<file path="config.mk">
export PLATFORM = sky130hd
export DESIGN_NAME = oprr_output_phase_regs
export DESIGN_NICKNAME = d
export VERILOG_FILES = /design/src/core/oprr_pkg.sv /design/src/core/oprr_output_phase_regs.sv
export VERILOG_INCLUDE_DIRS = /design/src /design/src/core
export SDC_FILE = /design/constraint.sdc
export NUM_CORES = 1
export LEC_CHECK = 0
export ABC_AREA = 1
export CAP_MARGIN = 20
export CELL_PAD_IN_SITES_DETAIL_PLACEMENT = 0
export CELL_PAD_IN_SITES_GLOBAL_PLACEMENT = 1
export CORE_MARGIN = 3
export CORE_UTILIZATION = 40
export DETAILED_ROUTE_END_ITERATION = 8
export DONT_BUFFER_PORTS = 1
export GPL_TIMING_DRIVEN = 0
export PLACE_DENSITY = 0.69
export SLEW_MARGIN = 10
export SYNTH_ARGS = -nofsm -noshare
export SYNTH_HDL_FRONTEND = slang
export SYNTH_SLANG_ARGS = --single-unit
</file>
<file path="constraint.sdc">
create_clock -name pclk -period 3.1 [get_ports pclk]
set_input_delay 0.31 -clock pclk [delete_from_list [all_inputs] [get_ports pclk]]
set_output_delay 0.31 -clock pclk [all_outputs]
set_load 0.02 [all_outputs]
</file>
<file path="src/core/oprr_regs.svh">
`ifndef OPRR_REGS_SVH
`define OPRR_REGS_SVH

// register indices; byte address is four times the index
`define OPRR_IDX_QUADRANT 8'h53
`define OPRR_IDX_TRIM 8'h55
`define OPRR_IDX_BAL_CTRL 8'h60
`define OPRR_IDX_BAL_RATE 8'h61
`define OPRR_IDX_REF_MODE 8'h65
`define OPRR_IDX_MULT_LOW 8'h67
`define OPRR_IDX_MULT_HIGH 8'h68
`define OPRR_IDX_BAND 8'h70

// reset values
`define OPRR_RST_QUADRANT 8'h00
`define OPRR_RST_TRIM 8'h00
`define OPRR_RST_BAL_CTRL 8'ha3
`define OPRR_RST_BAL_RATE 8'h55
`define OPRR_RST_REF_MODE 8'h00
`define OPRR_RST_MULT_LOW 8'h00
`define OPRR_RST_MULT_HIGH 8'h00
`define OPRR_RST_BAND 8'h00

// field positions
`define OPRR_QUAD_MSB 1
`define OPRR_QUAD_LSB 0
`define OPRR_BAL_EN_BIT 1
`define OPRR_SKEW_MSB 7
`define OPRR_SKEW_LSB 6
`define OPRR_RATE_MSB 6
`define OPRR_RATE_LSB 4
`define OPRR_MODE_MSB 1
`define OPRR_MODE_LSB 0
`define OPRR_MULT_HIGH_MSB 5
`define OPRR_BAND_BIT 5

// step sizes: trim in tenths of ps, skew in ps, rate unit in kHz
`define OPRR_TRIM_STEP_TENTH_PS 1192
`define OPRR_SKEW_STEP_PS 1600
`define OPRR_QUAD_STEP_DEG 90
`define OPRR_RATE_UNIT_KHZ 8

`endif

</file>
<file path="src/core/oprr_pkg.sv">
package oprr_pkg;

    typedef enum logic [1:0] {
        OPRR_REF_AUTO = 2'h0,
        OPRR_REF_USER_A = 2'h1,
        OPRR_REF_USER_B = 2'h2,
        OPRR_REF_RESERVED = 2'h3
    } oprr_ref_mode_t;

    typedef enum logic [3:0] {
        OPRR_SEL_NONE = 4'h0,
        OPRR_SEL_QUADRANT = 4'h1,
        OPRR_SEL_TRIM = 4'h2,
        OPRR_SEL_BAL_CTRL = 4'h3,
        OPRR_SEL_BAL_RATE = 4'h4,
        OPRR_SEL_REF_MODE = 4'h5,
        OPRR_SEL_MULT_LOW = 4'h6,
        OPRR_SEL_MULT_HIGH = 4'h7,
        OPRR_SEL_BAND = 4'h8
    } oprr_sel_t;

endpackage : oprr_pkg

</file>
<file path="src/core/oprr_output_phase_regs.sv">
`timescale 1ns/1ps
`default_nettype none
`include "oprr_regs.svh"

module oprr_output_phase_regs #(
    parameter int ADDR_W = 12
) (
    input wire logic pclk,
    input wire logic presetn,
    input wire logic psel,
    input wire logic penable,
    input wire logic pwrite,
    input wire logic [ADDR_W-1:0] paddr,
    input wire logic [31:0] pwdata,
    output logic [31:0] prdata,
    output logic pready,
    output logic pslverr,
    output logic [1:0] coarse_phase_quadrant,
    output logic [8:0] coarse_phase_deg,
    output logic signed [7:0] fine_phase_trim,
    output logic signed [18:0] fine_phase_tenth_ps,
    output logic balanced_clk_oe_n,
    output logic [1:0] balanced_skew,
    output logic [12:0] balanced_skew_ps,
    output logic [2:0] balanced_rate_code,
    output logic balanced_low_band,
    output oprr_pkg::oprr_ref_mode_t ref_rate_mode,
    output logic ref_mode_reserved,
    output logic [13:0] user_rate_a_multiple,
    output logic [16:0] user_rate_a_khz
);

    if (ADDR_W < 10 || ADDR_W > 32) begin : g_addr_w_check
        $error("ADDR_W must lie between 10 and 32");
    end

    // map a byte address to a register; misaligned words are unmapped
    function automatic oprr_pkg::oprr_sel_t decode(
        input logic [ADDR_W-1:0] addr
    );
        logic [ADDR_W-3:0] idx;
        idx = addr[ADDR_W-1:2];
        decode = oprr_pkg::OPRR_SEL_NONE;
        if (addr[1:0] == 2'h0) begin
            if (idx == (ADDR_W-2)'(`OPRR_IDX_QUADRANT)) begin
                decode = oprr_pkg::OPRR_SEL_QUADRANT;
            end else if (idx == (ADDR_W-2)'(`OPRR_IDX_TRIM)) begin
                decode = oprr_pkg::OPRR_SEL_TRIM;
            end else if (idx == (ADDR_W-2)'(`OPRR_IDX_BAL_CTRL)) begin
                decode = oprr_pkg::OPRR_SEL_BAL_CTRL;
            end else if (idx == (ADDR_W-2)'(`OPRR_IDX_BAL_RATE)) begin
                decode = oprr_pkg::OPRR_SEL_BAL_RATE;
            end else if (idx == (ADDR_W-2)'(`OPRR_IDX_REF_MODE)) begin
                decode = oprr_pkg::OPRR_SEL_REF_MODE;
            end else if (idx == (ADDR_W-2)'(`OPRR_IDX_MULT_LOW)) begin
                decode = oprr_pkg::OPRR_SEL_MULT_LOW;
            end else if (idx == (ADDR_W-2)'(`OPRR_IDX_MULT_HIGH)) begin
                decode = oprr_pkg::OPRR_SEL_MULT_HIGH;
            end else if (idx == (ADDR_W-2)'(`OPRR_IDX_BAND)) begin
                decode = oprr_pkg::OPRR_SEL_BAND;
            end
        end
    endfunction : decode

    oprr_pkg::oprr_sel_t sel;
    logic setup_phase;
    logic wr_en;
    logic [7:0] wbyte;
    logic [7:0] quadrant_reg;
    logic [7:0] trim_reg;
    logic [7:0] bal_ctrl_reg;
    logic [7:0] bal_rate_reg;
    logic [7:0] ref_mode_reg;
    logic [7:0] mult_low_reg;
    logic [7:0] mult_high_reg;
    logic [7:0] band_reg;
    logic [7:0] rdata_next;
    logic [13:0] mult_next;

    assign sel = decode(paddr);
    assign setup_phase = psel && !penable;
    // writes land only at the access edge the master samples pready
    assign wr_en = psel && penable && pready && pwrite;
    assign wbyte = pwdata[7:0];
    assign mult_next = {mult_high_reg[`OPRR_MULT_HIGH_MSB:0], mult_low_reg};

    // zero wait states: pready rises for the access cycle after each setup
    always_ff @(posedge pclk or negedge presetn) begin
        if (!presetn) begin
            pready <= 1'b0;
        end else begin
            pready <= setup_phase;
        end
    end

    always_ff @(posedge pclk or negedge presetn) begin
        if (!presetn) begin
            pslverr <= 1'b0;
        end else begin
            pslverr <= setup_phase && (sel == oprr_pkg::OPRR_SEL_NONE);
        end
    end

    always_comb begin
        rdata_next = 8'h00;
        unique case (sel)
            oprr_pkg::OPRR_SEL_QUADRANT: rdata_next = quadrant_reg;
            oprr_pkg::OPRR_SEL_TRIM: rdata_next = trim_reg;
            oprr_pkg::OPRR_SEL_BAL_CTRL: rdata_next = bal_ctrl_reg;
            oprr_pkg::OPRR_SEL_BAL_RATE: rdata_next = bal_rate_reg;
            oprr_pkg::OPRR_SEL_REF_MODE: rdata_next = ref_mode_reg;
            oprr_pkg::OPRR_SEL_MULT_LOW: rdata_next = mult_low_reg;
            oprr_pkg::OPRR_SEL_MULT_HIGH: rdata_next = mult_high_reg;
            oprr_pkg::OPRR_SEL_BAND: rdata_next = band_reg;
            oprr_pkg::OPRR_SEL_NONE: rdata_next = 8'h00;
        endcase
    end

    // read data is captured at setup so it stands through the access phase
    always_ff @(posedge pclk or negedge presetn) begin
        if (!presetn) begin
            prdata <= 32'h0000_0000;
        end else if (setup_phase && !pwrite) begin
            prdata <= {24'h00_0000, rdata_next};
        end
    end

    // whole bytes are kept so reserved bits read back as written
    always_ff @(posedge pclk or negedge presetn) begin
        if (!presetn) begin
            quadrant_reg <= `OPRR_RST_QUADRANT;
            trim_reg <= `OPRR_RST_TRIM;
        end else if (wr_en) begin
            if (sel == oprr_pkg::OPRR_SEL_QUADRANT) begin
                quadrant_reg <= wbyte;
            end
            if (sel == oprr_pkg::OPRR_SEL_TRIM) begin
                trim_reg <= wbyte;
            end
        end
    end

    always_ff @(posedge pclk or negedge presetn) begin
        if (!presetn) begin
            bal_ctrl_reg <= `OPRR_RST_BAL_CTRL;
            bal_rate_reg <= `OPRR_RST_BAL_RATE;
            band_reg <= `OPRR_RST_BAND;
        end else if (wr_en) begin
            if (sel == oprr_pkg::OPRR_SEL_BAL_CTRL) begin
                bal_ctrl_reg <= wbyte;
            end
            if (sel == oprr_pkg::OPRR_SEL_BAL_RATE) begin
                bal_rate_reg <= wbyte;
            end
            if (sel == oprr_pkg::OPRR_SEL_BAND) begin
                band_reg <= wbyte;
            end
        end
    end

    always_ff @(posedge pclk or negedge presetn) begin
        if (!presetn) begin
            ref_mode_reg <= `OPRR_RST_REF_MODE;
            mult_low_reg <= `OPRR_RST_MULT_LOW;
            mult_high_reg <= `OPRR_RST_MULT_HIGH;
        end else if (wr_en) begin
            if (sel == oprr_pkg::OPRR_SEL_REF_MODE) begin
                ref_mode_reg <= wbyte;
            end
            if (sel == oprr_pkg::OPRR_SEL_MULT_LOW) begin
                mult_low_reg <= wbyte;
            end
            if (sel == oprr_pkg::OPRR_SEL_MULT_HIGH) begin
                mult_high_reg <= wbyte;
            end
        end
    end

    // field outputs follow the stored bytes one edge later
    always_ff @(posedge pclk or negedge presetn) begin
        if (!presetn) begin
            coarse_phase_quadrant <= 2'h0;
            coarse_phase_deg <= 9'h000;
        end else begin
            coarse_phase_quadrant <=
                quadrant_reg[`OPRR_QUAD_MSB:`OPRR_QUAD_LSB];
            coarse_phase_deg <= 9'(quadrant_reg[`OPRR_QUAD_MSB:`OPRR_QUAD_LSB]
                * `OPRR_QUAD_STEP_DEG);
        end
    end

    // signed product keeps negative trims as advances
    always_ff @(posedge pclk or negedge presetn) begin
        if (!presetn) begin
            fine_phase_trim <= 8'sh00;
            fine_phase_tenth_ps <= 19'sh0_0000;
        end else begin
            fine_phase_trim <= $signed(trim_reg);
            fine_phase_tenth_ps <= 19'($signed(trim_reg)
                * $signed(12'(`OPRR_TRIM_STEP_TENTH_PS)));
        end
    end

    // oe_n held high under reset keeps the pair released until defaults load
    always_ff @(posedge pclk or negedge presetn) begin
        if (!presetn) begin
            balanced_clk_oe_n <= 1'b1;
            balanced_skew <= 2'h0;
            balanced_skew_ps <= 13'h0000;
        end else begin
            balanced_clk_oe_n <= !bal_ctrl_reg[`OPRR_BAL_EN_BIT];
            balanced_skew <=
                bal_ctrl_reg[`OPRR_SKEW_MSB:`OPRR_SKEW_LSB];
            balanced_skew_ps <= 13'(bal_ctrl_reg[`OPRR_SKEW_MSB:`OPRR_SKEW_LSB]
                * `OPRR_SKEW_STEP_PS);
        end
    end

    always_ff @(posedge pclk or negedge presetn) begin
        if (!presetn) begin
            balanced_rate_code <= 3'h0;
            balanced_low_band <= 1'b0;
        end else begin
            balanced_rate_code <=
                bal_rate_reg[`OPRR_RATE_MSB:`OPRR_RATE_LSB];
            balanced_low_band <= band_reg[`OPRR_BAND_BIT];
        end
    end

    // reserved mode code is passed on but flagged for the monitor
    always_ff @(posedge pclk or negedge presetn) begin
        if (!presetn) begin
            ref_rate_mode <= oprr_pkg::OPRR_REF_AUTO;
            ref_mode_reserved <= 1'b0;
        end else begin
            ref_rate_mode <= oprr_pkg::oprr_ref_mode_t'(
                ref_mode_reg[`OPRR_MODE_MSB:`OPRR_MODE_LSB]);
            ref_mode_reserved <= ref_mode_reg[`OPRR_MODE_MSB:`OPRR_MODE_LSB]
                == oprr_pkg::OPRR_REF_RESERVED;
        end
    end

    // halves are not write-locked; software writes low then high
    always_ff @(posedge pclk or negedge presetn) begin
        if (!presetn) begin
            user_rate_a_multiple <= 14'h0000;
            user_rate_a_khz <= 17'h0_0000;
        end else begin
            user_rate_a_multiple <= mult_next;
            user_rate_a_khz <= 17'(mult_next * `OPRR_RATE_UNIT_KHZ);
        end
    end

    logic after_reset_reg;
    always_ff @(posedge pclk or negedge presetn) begin
        if (!presetn) begin
            after_reset_reg <= 1'b0;
        end else begin
            after_reset_reg <= 1'b1;
        end
    end

    property p_quadrant;
        @(posedge pclk) disable iff (!presetn)
        (wr_en && sel == oprr_pkg::OPRR_SEL_QUADRANT) |=> ##1
        (coarse_phase_quadrant == $past(pwdata[1:0], 2)
        && coarse_phase_deg == 9'($past(pwdata[1:0], 2) * 90));
    endproperty
    a_quadrant: assert property (p_quadrant)
        else $error("coarse quadrant did not follow write");

    property p_trim;
        @(posedge pclk) disable iff (!presetn)
        (wr_en && sel == oprr_pkg::OPRR_SEL_TRIM) |=> ##1
        (fine_phase_tenth_ps ==
        19'($signed($past(pwdata[7:0], 2)) * $signed(12'h4a8)));
    endproperty
    a_trim: assert property (p_trim)
        else $error("fine trim scaling wrong");

    property p_enable;
        @(posedge pclk) disable iff (!presetn)
        (wr_en && sel == oprr_pkg::OPRR_SEL_BAL_CTRL) |=> ##1
        (balanced_clk_oe_n == !$past(pwdata[1], 2));
    endproperty
    a_enable: assert property (p_enable)
        else $error("balanced output enable wrong");

    property p_skew;
        @(posedge pclk) disable iff (!presetn)
        (wr_en && sel == oprr_pkg::OPRR_SEL_BAL_CTRL) |=> ##1
        (balanced_skew_ps == 13'($past(pwdata[7:6], 2) * 1600));
    endproperty
    a_skew: assert property (p_skew)
        else $error("skew step wrong");

    property p_skew_reset;
        @(posedge pclk) disable iff (!presetn)
        !after_reset_reg |-> bal_ctrl_reg == 8'ha3 ##1 balanced_skew == 2'h2;
    endproperty
    a_skew_reset: assert property (p_skew_reset)
        else $error("skew reset value wrong");

    property p_rate;
        @(posedge pclk) disable iff (!presetn)
        (wr_en && sel == oprr_pkg::OPRR_SEL_BAL_RATE) |=> ##1
        (balanced_rate_code == $past(pwdata[6:4], 2));
    endproperty
    a_rate: assert property (p_rate)
        else $error("rate code did not follow write");

    property p_mode;
        @(posedge pclk) disable iff (!presetn)
        (wr_en && sel == oprr_pkg::OPRR_SEL_REF_MODE) |=> ##1
        (ref_rate_mode == $past(pwdata[1:0], 2)
        && ref_mode_reserved == ($past(pwdata[1:0], 2) == 2'h3));
    endproperty
    a_mode: assert property (p_mode)
        else $error("reference mode wrong");

    property p_mult_low;
        @(posedge pclk) disable iff (!presetn)
        (wr_en && sel == oprr_pkg::OPRR_SEL_MULT_LOW) |=> ##1
        (user_rate_a_multiple[7:0] == $past(pwdata[7:0], 2)
        && user_rate_a_khz == 17'(user_rate_a_multiple * 8));
    endproperty
    a_mult_low: assert property (p_mult_low)
        else $error("low multiplier wrong");

    property p_mult_high;
        @(posedge pclk) disable iff (!presetn)
        (wr_en && sel == oprr_pkg::OPRR_SEL_MULT_HIGH) |=> ##1
        (user_rate_a_multiple[13:8] == $past(pwdata[5:0], 2));
    endproperty
    a_mult_high: assert property (p_mult_high)
        else $error("high multiplier wrong");

    property p_band;
        @(posedge pclk) disable iff (!presetn)
        (wr_en && sel == oprr_pkg::OPRR_SEL_BAND) |=> ##1
        (balanced_low_band == $past(pwdata[5], 2));
    endproperty
    a_band: assert property (p_band)
        else $error("band select wrong");

    property p_readback;
        @(posedge pclk) disable iff (!presetn)
        (wr_en && sel == oprr_pkg::OPRR_SEL_QUADRANT) ##1
        (setup_phase && !pwrite && sel == oprr_pkg::OPRR_SEL_QUADRANT)
        |=> prdata == {24'h0, $past(pwdata[7:0], 2)};
    endproperty
    a_readback: assert property (p_readback)
        else $error("readback differs from write");

endmodule : oprr_output_phase_regs
`default_nettype wire

</file>
==> flow_summary_export.csv <==
group,metric,value,unit
flow_run,maxCapViolCount,0,
detailed_routing,viasPerCell,4.75,
floorplanning,rows,46,
floorplanning,die_area,0.0184,mm2
floorplanning,die_w,136,um
place,gp_congestion,0.901,
cts,clk_latency,430,ps
timing,worst_slack,-18.2,ps
cts,hold_buffers,5,
timing,slew_headroom,65.9,%
finish,fill_cells,1491,
floorplanning,core,0.0162,mm2
synthesis,ys_seq_elements,129,
synthesis,synth_area,0.00671,mm2
cts,path_clk_slew,60,ps
finish,diodes,0,
detailed_routing,wire_per_inst,15.9,um
timing,fin_crit_sh,101,%
global_route,grt_max_degree,130,
synthesis,avgSynthCellArea,9.26,um2
finish,final_nets,912,
cts,htreeDepth,4,
finish,regArea,0.00325,mm2
finish,reg_top3,"fine_phase_tenth_ps (14), user_rate_a_multiple (14)",
timing,whs,-429,ps
worst_setup_path,cp_common_cell,"ha_4",
synthesis,synth_cell_types,32,
timing,finalWorstPathRequiredPeriod,3120,ps
finish,drive_gt1_share,27.6,%
timing,max_freq,321,MHz
synthesis,yosysWarnings,0,
synthesis,synth_cells,725,
synthesis,yosysTopAreaCell,"dfrtp_1",
detailed_routing,drt_drc_violations_left,0,
worst_setup_path,startpoint_type,"register",
global_route,antenna_found_initial,0,
worst_setup_path,crit_slowest_cell,"fa_1",
cts,cts-root-buf,"clkbuf_16",
worst_setup_path,r2r_slack,-20,ps
global_route,grt_pass1_vias,4740,
power,power_density,464,mW/mm2
cts,clock-sinks,129,
floorplanning,start_util,41.5,%
timing,fin_skew,5.82,ps
worst_setup_path,cp_data_arrival_time,3470,ps
synthesis,synth-seq-area-share,48.3,%
detailed_routing,drt_iter0_drc,384,
worst_setup_path,required,3450,ps
cts,cts_buffers,17,
worst_setup_path,cp_max_fo,4,
synthesis,synth_top_cells_by_area,"dfrtp_1, ha_1, nand2_1",
global_route,grt.total_usage,18.5,%
cts,cts_buffer_depth,2,
finish,area_growth,21.9,%
timing,rsz0062_at_grt,"true",
place,io_buffers,0,
detailed_routing,wirelength,16500,um
status,run_status,"finished, violations left",
detailed_routing,firstDrtPassIters,4,
detailed_routing,dr_total_vias,4921,
timing,tightest_slew,510,ps
place,dp_hpwl,11500,um
finish,multi_input_area,0.00308,mm2
detailed_routing,antenna_left,0,
worst_hold_path,hold_path_class,"in -> async",
floorplanning,die_h,136,um
timing,finalSetupViolCount,1,
floorplanning,num_io_pins,175,
timing,hold_violations,129,
power,p_leak,4.41,nW
global_route,grt-ovfl-total,0,
worst_setup_path,path_class,"reg -> reg",
power,ir_drop,417,uV
cts,tritoncts,"done",
global_route,grt_pass1_wl,25800,um
synthesis,synth.top_cell.area_share,44.7,%
status,violations,"hold timing, setup timing",
worst_setup_path,cp_slowest_stage_delay,510,ps
power,power,3.80,mW
worst_setup_path,worstPathCellList,"ha_4 > ha_4 > fa_1 > fa_1 > ha_4 > a21oi_4 > o21ai_4 > a21o_1 > a21o_1 > a21oi_2 > xnor2_1",
worst_setup_path,end_kind,"register",
place,pre_cts_ws,-267,ps
timing,slew_violations,0,
power by group:
part           internal (mW)  switching [mW]
clock network           1.13           0.831
logic                 0.0486          0.0964
registers               1.69         0.00505
total                   2.86           0.933
through the flow:
step | area, um2 | cells | hold slack [ps] | utilization (%) | TNS (ps)
final | 8180 | 1037 | -429 | 50.6 | -18.2
after global routing | 8180 | 1037 | -450 | 50.6 | -233
after CTS | 8040 | 1030 | -438 | 49.7 | -2.13
after detailed placement | 7190 | 978 | 21.5 | 44.5 | -787
after global placement | 7190 | 978 | 19.1 | 44.5 | -810
after floorplan | 6920 | 762 | 14.4 | - | -20.5
cells by family (layout without fill, tap and decap cells):
| group | count (synthesis) | count (layout) | share of synthesized area, % |
|---|---|---|---|
| AND/OR/NAND/NOR | 303 | 303 | 20.2 |
| buffers and inverters | 142 | 201 | 11.8 |
| flip-flops | 129 | 129 | 48.3 |
| AO/OA/AOI/OAI | 84 | 84 | 7.10 |
| adder cells (fa/ha/maj) | 55 | 55 | 11.1 |
| XOR/XNOR | 11 | 11 | 1.44 |
| other | 1 | 38 | 0.0559 |
critical path, delay by kind of cell, from the launching register on:
kind / cells / cell delay [ps]
AO/OA/AOI/OAI: 5 / 710
XOR/XNOR: 1 / 120
adder cells (fa/ha/maj): 5 / 1760
flip-flops: 1 / 460
worst paths after layout:
| check | start | to | cells past startpoint |
|---|---|---|---|
| worst max-delay path | trim_reg[7]$_DFFE_PN0P_ | fine_phase_tenth_ps[16]$_DFF_PN0_ | 11 |
| worst max register to register | trim_reg[7]$_DFFE_PN0P_ | fine_phase_tenth_ps[16]$_DFF_PN0_ | 11 |
| worst min-delay path | presetn | ref_rate_mode[1]$_DFF_PN0_ | 0 |
| min in group pclk | pwdata[0] | band_reg[0]$_DFFE_PN0P_ | 2 |
| worst min register to register | band_reg[5]$_DFFE_PN0P_ | balanced_low_band$_DFF_PN0_ | 0 |
| max in group asynchronous | presetn | bal_rate_reg[4]$_DFFE_PN1P_ | 0 |
Yosys cell counts, drive strengths merged:
cell     number
a21o          2
a21oi        12
buf          72
clkbuf        2
conb          1
dfrtp       120
dfstp         9
fa            8
ha           47
inv          68
nand2       166
nand3        49
nand4        15
nor2         73
o2111ai       1
o21ai        68
o21bai        1
xnor2         4
xor2          7
layer usage:
metal | GRT usage, % | vias to the layer above | wire length [um]
li1 | - | 2403 | -
met1 | 24.3 | 2337 | 6990
met2 | 29.6 | 159 | 8100
met3 | 5.46 | 22 | 1100
met4 | 5.49 | 0 | 262
met5 | 0 | - | 0
layout make-up:
type | instances | area share, %
tap | 216 | 3.30
clock buffer | 17 | 5.20
timing repair buffer | 27 | 2.68
sequential | 129 | 39.7
buffer | 74 | 6.53
clock inverter | 15 | 1.82
inverter | 68 | 3.15
multi-input combinational | 491 | 37.6
cell usage in the layout (no fill, tap or decap), types with 4 or more instances in the layout:
master	n
nand2_1	152
dfrtp_1	114
buf_4	85
nor2_1	63
inv_1	49
nand3_1	42
conb_1	38
o21ai_1	34
ha_1	34
o21ai_0	22
inv_2	18
clkbuf_16	17
nand4_1	13
ha_4	13
nand2_2	11
o21ai_2	11
dfstp_2	9
nand3_2	7
xor2_1	7
a21oi_1	7
nor2_2	7
buf_2	7
inv_6	7
fa_1	6
dfrtp_2	6
dlygate4sd3_1	5
xnor2_1	4
timing repair:
item                                   in CTS  in global routing
gates resized for setup                    24                 21
setup buffers                              15                  8
setup endpoints to repair                   6                  5
endpoints found under the hold margin     134                129
pin swaps                                  14                 24
Power figures use the tool's default switching activity.
